`config.mk`:
```
export PLATFORM = sky130hd
export DESIGN_NAME = watchdog_restart_and_reset
export DESIGN_NICKNAME = d
export VERILOG_FILES = /design/src/rtl/wdt_pkg.sv /design/src/rtl/tick_if.sv /design/src/rtl/tick_sync.sv /design/src/rtl/watchdog_restart_and_reset.sv
export VERILOG_INCLUDE_DIRS = /design/src /design/src/rtl
export SDC_FILE = /design/constraint.sdc
export NUM_CORES = 1
export LEC_CHECK = 0
export ABC_AREA = 1
export BUFFER_PORTS_ARGS = -buffer_cell sky130_fd_sc_hd__buf_2
export CAP_MARGIN = 10
export CORE_ASPECT_RATIO = 1.4
export CORE_MARGIN = 2
export CORE_UTILIZATION = 39
export CTS_BUF_LIST = sky130_fd_sc_hd__clkbuf_4 sky130_fd_sc_hd__clkbuf_8
export DETAILED_ROUTE_END_ITERATION = 12
export SYNTH_ARGS = -nofsm -noshare
export SYNTH_HDL_FRONTEND = slang
export SYNTH_SLANG_ARGS = --single-unit
```
`constraint.sdc`:
```
create_clock -name clk -period 4.4 [get_ports clk]
set_input_delay 0.44 -clock clk [delete_from_list [all_inputs] [get_ports clk]]
set_output_delay 0.44 -clock clk [all_outputs]
set_load 0.1 [all_outputs]
```
`src/rtl/wdt_params.svh`:
```
`ifndef WDT_PARAMS_SVH
`define WDT_PARAMS_SVH

// ----------------------------------------------------------------------
// Register map
// ----------------------------------------------------------------------
`define WDT_MODE_ADDR      16'hff98
`define WDT_KEY_ADDR       16'hff99

// ----------------------------------------------------------------------
// Values and field positions
// ----------------------------------------------------------------------
`define WDT_KEY_RESTART    8'hac
`define WDT_KEY_READ       8'h9a
`define WDT_MODE_RESET     8'h67
`define WDT_MODE_TOP       3'h3
`define WDT_STOP_BIT       4
`define WDT_SRC_BIT        3
`define WDT_CODE_MSB       2

// ----------------------------------------------------------------------
// Timing: period exponents in source ticks, strap settling in cycles
// ----------------------------------------------------------------------
`define WDT_INT_BASE_EXP   5'h0b
`define WDT_HS_BASE_EXP    5'h0d
`define WDT_COUNT_W        21
`define WDT_STRAP_SETTLE   2'h2

`endif

```
`src/rtl/wdt_pkg.sv`:
```
package wdt_pkg;

    // State of one tick synchroniser
    typedef struct packed {
        logic [1:0] syncStage;
        logic       lastLevel;
        logic       tick;
    } tick_state_t;

    // State of the watchdog core
    typedef struct packed {
        logic [1:0]  strapSync;
        logic [1:0]  strapWait;
        logic        strapDone;
        logic        fixedMode;
        logic        modeWritten;
        logic        swStopped;
        logic [4:0]  modeBits;
        logic [20:0] count;
        logic        pendingReset;
        logic        resetRequest;
        logic [7:0]  rdData;
    } wdt_state_t;

endpackage

```
`src/rtl/tick_if.sv`:
```
`timescale 1ns/1ps

// One-cycle tick pulse from a synchroniser to the counter
interface tick_if;
    logic tick;
    modport source (output tick);
    modport sink   (input  tick);
endinterface

```
`src/rtl/tick_sync.sv`:
```
`timescale 1ns/1ps

module tick_sync (
    input  wire logic clk,
    input  wire logic reset,
    input  wire logic clkEnable,
    input  wire logic rawLevel,
    tick_if.source    tickOut
);
    import wdt_pkg::*;

    tick_state_t st;
    tick_state_t next_st;

    // --------------------------------------------------------------
    // Two-stage sync, then rising-edge detect on the second stage only
    // --------------------------------------------------------------
    always_comb begin
        next_st           = st;
        next_st.syncStage = {st.syncStage[0], rawLevel};
        next_st.lastLevel = st.syncStage[1];
        next_st.tick      = st.syncStage[1] & ~st.lastLevel;
    end

    // State register
    always_ff @(posedge clk) begin
        if (reset) begin
            st <= '0;
        end else if (clkEnable) begin
            st <= next_st;
        end
    end

    assign tickOut.tick = st.tick;

endmodule // tick_sync

```
`src/rtl/watchdog_restart_and_reset.sv`:
```
// Function
// - Key 0xAC clears counter, counting resumes
// - Key register resets to 0x9A
// - Wrong key raises reset, deferred if halted
// - Bit access to key raises reset
// - Key register always reads 0x9A
// - Overflow while counting raises reset
// - Second mode write resets, defers, or nothing
// - Software-stopped watchdog ignores key faults
// - Fixed mode: internal clock, never stoppable
// - After reset: internal clock, code 111
// - Fixed mode ignores clock-select bits 3,4
// - First mode register write clears the counter
// - Fixed mode keeps counting during STOP
// - Mode resets 0x67, select 00/01/1x
// - Period 2^(11+n) internal, 2^(13+n) fast
//
// Added by the designer: the strobed register port.
`timescale 1ns/1ps
`include "wdt_params.svh"

module watchdog_restart_and_reset (
    input  wire logic        clk,
    input  wire logic        reset,
    input  wire logic        clkEnable,
    input  wire logic [15:0] regAddr,
    input  wire logic [7:0]  regWrData,
    input  wire logic        regWrite,
    input  wire logic        regRead,
    input  wire logic        bitAccess,
    output logic      [7:0]  regRdData,
    input  wire logic        fixedOscStrap,
    input  wire logic        internalOscLevel,
    input  wire logic        highSpeedLevel,
    input  wire logic        standbyMode,
    input  wire logic        sourceClockHalted,
    input  wire logic        resetTaken,
    output logic             resetRequest,
    output logic             watchdogCounting
);
    import wdt_pkg::*;

    // ------------------------------------------------------------------
    // Reset image of the state
    // ------------------------------------------------------------------
    localparam logic [7:0] MODE_RESET = `WDT_MODE_RESET;
    localparam wdt_state_t RESET_STATE = '{
        strapSync    : 2'h0,
        strapWait    : 2'h0,
        strapDone    : 1'b0,
        fixedMode    : 1'b1,
        modeWritten  : 1'b0,
        swStopped    : 1'b0,
        modeBits     : MODE_RESET[4:0],
        count        : '0,
        pendingReset : 1'b0,
        resetRequest : 1'b0,
        rdData       : 8'h00
    };

    wdt_state_t st;
    wdt_state_t next_st;

    // ------------------------------------------------------------------
    // Source tick synchronisers
    // ------------------------------------------------------------------
    tick_if intTick ();
    tick_if hsTick ();

    tick_sync u_int_sync (
        .clk       (clk),
        .reset     (reset),
        .clkEnable (clkEnable),
        .rawLevel  (internalOscLevel),
        .tickOut   (intTick)
    );

    tick_sync u_hs_sync (
        .clk       (clk),
        .reset     (reset),
        .clkEnable (clkEnable),
        .rawLevel  (highSpeedLevel),
        .tickOut   (hsTick)
    );

    // ------------------------------------------------------------------
    // Overflow point: last count value for a code and a base exponent
    // ------------------------------------------------------------------
    function automatic logic [20:0] last_count(input logic [2:0] code,
                                               input logic [4:0] base);
        logic [4:0] expo;
        expo = base + {2'b00, code};
        return (21'h1 << expo) - 21'h1;
    endfunction

    // ------------------------------------------------------------------
    // Decoded access and clock status
    // ------------------------------------------------------------------
    logic        keyHit;
    logic        modeHit;
    logic        keyWrite;
    logic        modeWrite;
    logic        keyBitOp;
    logic        keyGood;
    logic        clockHeld;
    logic        counting;
    logic        useHighSpeed;
    logic        tickNow;
    logic [20:0] lastValue;

    // Bus decode; single-bit accesses are flagged by bitAccess
    always_comb begin
        keyHit    = (regAddr == `WDT_KEY_ADDR);
        modeHit   = (regAddr == `WDT_MODE_ADDR);
        keyWrite  = regWrite & keyHit;
        modeWrite = regWrite & modeHit & ~bitAccess;
        keyBitOp  = bitAccess & (regWrite | regRead) & keyHit;
        keyGood   = keyWrite & ~bitAccess &
                    (regWrData == `WDT_KEY_RESTART);
    end

    // Source clock status; fixed mode never halts, even in STOP
    always_comb begin
        clockHeld    = ~st.fixedMode &
                       (standbyMode | sourceClockHalted);
        counting     = ~st.swStopped & ~clockHeld;
        useHighSpeed = ~st.fixedMode &
                       st.modeBits[`WDT_SRC_BIT];
        tickNow      = useHighSpeed ? hsTick.tick : intTick.tick;
        lastValue    = useHighSpeed ?
            last_count(st.modeBits[`WDT_CODE_MSB:0], `WDT_HS_BASE_EXP) :
            last_count(st.modeBits[`WDT_CODE_MSB:0], `WDT_INT_BASE_EXP);
    end

    // ------------------------------------------------------------------
    // Next-state logic
    // ------------------------------------------------------------------
    logic fault;
    logic raise;

    always_comb begin
        next_st = st;
        fault   = 1'b0;
        raise   = 1'b0;

        // Strap is caught only after its sync stages have filled
        next_st.strapSync = {st.strapSync[0], fixedOscStrap};
        if (!st.strapDone) begin
            if (st.strapWait == `WDT_STRAP_SETTLE) begin
                next_st.strapDone = 1'b1;
                next_st.fixedMode = st.strapSync[1];
            end else begin
                next_st.strapWait = st.strapWait + 2'h1;
            end
        end

        // Count on the selected source; halted counts hold their value
        if (counting && tickNow) begin
            if (st.count == lastValue) begin
                fault         = 1'b1;
                next_st.count = '0;
            end else begin
                next_st.count = st.count + 21'h1;
            end
        end

        // Restart key; clearing wins over a same-cycle tick
        if (keyGood && !st.swStopped) begin
            next_st.count = '0;
        end

        // Wrong key or bit access; silent once software stopped it
        if (((keyWrite && !keyGood) || keyBitOp) && !st.swStopped) begin
            fault = 1'b1;
        end
        // Mode register: one write only
        if (modeWrite) begin
            if (!st.modeWritten) begin
                next_st.modeWritten = 1'b1;
                next_st.count       = '0;
                if (st.fixedMode) begin
                    next_st.modeBits = {2'b00, regWrData[2:0]};
                end else begin
                    next_st.modeBits  = regWrData[4:0];
                    next_st.swStopped = regWrData[`WDT_STOP_BIT];
                end
            end else if (!st.swStopped) begin
                fault = 1'b1;
            end
        end

        // A fault while the source is halted waits for its return
        if (fault) begin
            if (counting) begin
                raise = 1'b1;
            end else begin
                next_st.pendingReset = 1'b1;
            end
        end
        if (st.pendingReset && !clockHeld) begin
            raise                = 1'b1;
            next_st.pendingReset = 1'b0;
        end

        // Held request; a new cause wins over the acknowledge
        next_st.resetRequest = (st.resetRequest & ~resetTaken) | raise;
        // Read data valid only in the cycle after the strobe
        next_st.rdData = 8'h00;
        if (regRead) begin
            if (keyHit) begin
                next_st.rdData = `WDT_KEY_READ;
            end else if (modeHit) begin
                next_st.rdData = {`WDT_MODE_TOP, st.modeBits};
            end
        end
    end

    // ------------------------------------------------------------------
    // State register; clock enable low freezes everything
    // ------------------------------------------------------------------
    always_ff @(posedge clk) begin
        if (reset) begin
            st <= RESET_STATE;
        end else if (clkEnable) begin
            st <= next_st;
        end
    end

    // Outputs
    assign regRdData        = st.rdData;
    assign resetRequest     = st.resetRequest;
    assign watchdogCounting = counting;
endmodule // watchdog_restart_and_reset

```
==> flow_summary.json <==
{
  "outcome": "finished, final reports clean",
  "synth_flop_cell": "dfxtp_1",
  "place_ws_ps": 330,
  "clkLatencyLatePin_ps": 310,
  "synth.avg_cell_area_um2": 6.04,
  "final_core_util_pct": 43.5,
  "drt-total-wl_um": 10100,
  "grt_antenna_before_repair": 0,
  "grt-ovfl-total": 0,
  "cts_root_buffer": "clkbuf_8",
  "grt_use_total_pct": 20.0,
  "r2r_end": "resetRequest",
  "tritoncts": "yes",
  "end_kind": "flop",
  "yosys-top-cells-area": "dfxtp_1 (27%), nand2_1 (19%), nand3_1 (7.9%)",
  "core_area_mm2": 0.00935,
  "holdPathStages": 3,
  "crit_type": "reg2reg",
  "reg2reg_slack_ps": 530,
  "vias": 3909,
  "gp_congestion": 0.952,
  "drt_iter0_drc": 237,
  "post-dp-hpwl_um": 7990,
  "grtUsageMet1_pct": 22.5,
  "cp-startpoint": "st[38]",
  "hold_path.class": "in2reg",
  "ys_ff_latch": 51,
  "reg2reg_from": "st[38]",
  "grt_pass1_wl_um": 16700,
  "start_util_pct": 39.8,
  "dieHeight_um": 120,
  "finalClockSkew_ps": 12.5,
  "fmax_mhz": 259,
  "numCtsBuffers": 5,
  "port_buffers": 45,
  "ios": 46,
  "cpMaxStageDelayCell": "dfxtp_1",
  "yosysTopAreaCell": "dfxtp_1",
  "synth_edf_count": 0,
  "worstPathArrival_ps": 4110,
  "met2_usage_pct": 36.6,
  "crit_required_ps": 4650,
  "max-vdd-ir-drop_mv": 0.184,
  "grt-busiest-layer": "met2",
  "power_density_mw_per_mm2": 219,
  "fp.dieW_um": 86.6,
  "p_leak_nw": 1.84,
  "syn_nets": 657,
  "synthCells": 617,
  "grt_setup_unrepaired": "no",
  "hold_viol_final": 0,
  "ant_nets": 0,
  "yosysTopAreaCellShare_pct": 27.4,
  "post_cts_buffers": 0,
  "crit_path_frequent_cell": "nand2_1",
  "drt_first_pass_iters": 5,
  "start_kind": "flop",
  "layout_min_cycle_time_ps": 3870,
  "wl_per_cell_um": 13.5,
  "ff2ff_path_depth": 24,
  "async_flop_share_pct": 0,
  "clock_path_buffers": 2,
  "crit_chain": "inv_2 > nand2_1 > nand2_2 > nand3_4 > nand2_1 > ha_1 > inv_1 > nand4_1 > nor2_2 > nand2_1 > ha_1 > inv_1 > a21oi_2 > nand2_2 > nand3_1 > nand2_1 > nand3_1 > nor2_1 > nand2_1 > nor2_1 > nand3_4 > nand2_1 > nand2_1 > a21oi_1",
  "whs_endpoint": "next_st[43]",
  "clk_pin_slew_ps": 100,
  "p_total_uw": 892,
  "via_per_inst": 5.18,
  "worst_path_largest_cell_delay_ps": 360,
  "crit_fanout": 22,
  "area_growth_pct": 9.23,
  "synth.distinct_cells": 42,
  "relSlewSlack_pct": 47.7,
  "dieArea_mm2": 0.0104,
  "drc": 0,
  "slew_violations": 0,
  "yosysWarnings": 0,
  "synth_area_mm2": 0.00373,
  "grt_pass1_vias": 3644,
  "nets": 683,
  "grt_max_degree": 46,
  "max_cap_violations": 0,
  "setup_viol": 0,
  "gr-usage-met3_pct": 2.61,
  "rows": 42,
  "final_common_cell": "nand2_1",
  "htreeDepth": 2,
  "diodes": 0,
  "fin_ws_ps": 534,
  "period_share_pct": 87.9,
  "worstMarginPinSlew_ps": 783,
  "final_cell_mix": "nand2_1 (184), nor2_1 (69), inv_1 (65)",
  "setup_tns_ps": 0,
  "ys_seq_area_share_pct": 27.4,
  "clock_sinks": 51,
  "drive_gt1_share_pct": 12.1,
  "hp-start": "fixedOscStrap"
}
[power breakdown]
part	internal, mW	switching, mW	total (mW)
clock	0.171	0.166	0.338
combinational	0.0262	0.0508	0.0770
sequential	0.472	0.00523	0.477
[routing by layer]
layer,vias up,share of wire (%)
met5,-,0
met4,0,3.7
met3,25,3.3
met2,87,51
met1,1761,42
li1,2036,-
[registers in the layout (all words and copies together) (netlist names)]
name	count
u_hs_sync.tickOut.tick	1
u_hs_sync.st	1
u_hs_sync.next_st	2
st	34
u_int_sync.tickOut.tick	1
u_int_sync.next_st	2
u_int_sync.st	1
regRdData	7
next_st	1
resetRequest	1
[worst max path at each step]
stage,slack [ps],end,cells after the start
4_1_cts,310,st[18],23
6_report,530,resetRequest,24
3_3_place_gp,460,st[9],24
2_1_floorplan,1220,st[30],20
5_1_grt,70,resetRequest,24
3_5_place_dp,330,st[18],23
[cells in the mapped netlist (2+ instances only)]
cell / number
nand3_2: 3
nand2_2: 4
o211ai_1: 4
clkbuf_1: 13
nor2_2: 7
o21ai_0: 17
a2bb2oi_1: 2
o21ai_1: 6
xor2_1: 20
inv_2: 3
buf_4: 11
nand4_1: 13
inv_1: 65
nand3b_1: 4
ha_1: 4
nand3_1: 59
nand2_1: 184
a21oi_1: 41
xnor2_1: 3
dfxtp_1: 51
nor3_1: 13
nor2_1: 70
[timing repair]
item                       CTS  global route
setup endpoints to repair    0            23
gates resized for setup      0             2
hold buffers                 0             0
[logic make-up (layout without fill, tap and decap cells)]
family                     count (synthesis)  in the layout  synth area share [%]
buffers and inverters                     95            122                  10.9
xor gates and xnor gates                  23             23                  5.41
and+or+nand+nor                          364            364                  42.6
adders and majority gates                  4              4                  1.34
AOI/OAI and AO/OA                         80             80                  12.3
DFF                                       51             51                  27.4
[metrics by stage]
stage               std cells  hold WS (ps)  instance area (µm²)
floorplan                 617           431                 3730
detailed placement        746           451                 3950
global placement          746           449                 3950
CTS                       754           336                 4060
finish                    754           340                 4070
global route              754           346                 4070
[critical path, delay by kind of cell (launching register included)]
family | cells | cell delay (ps)
and+or+nand+nor | 17 | 2320
adders and majority gates | 2 | 620
DFF | 1 | 360
buffers and inverters | 3 | 340
AOI/OAI and AO/OA | 2 | 170
[layout make-up]
cell class                      instances  area [µm²]
Sequential cell                        51        1020
Multi-Input combinational cell        471        2310
Tap cell                              110         138
Clock buffer                            5        68.8
Fill cell                            1031        5280
Clock inverter                          3        46.3
Timing Repair Buffer                   46         233
Inverter                               68         255
Power figures use the tool's default switching activity.
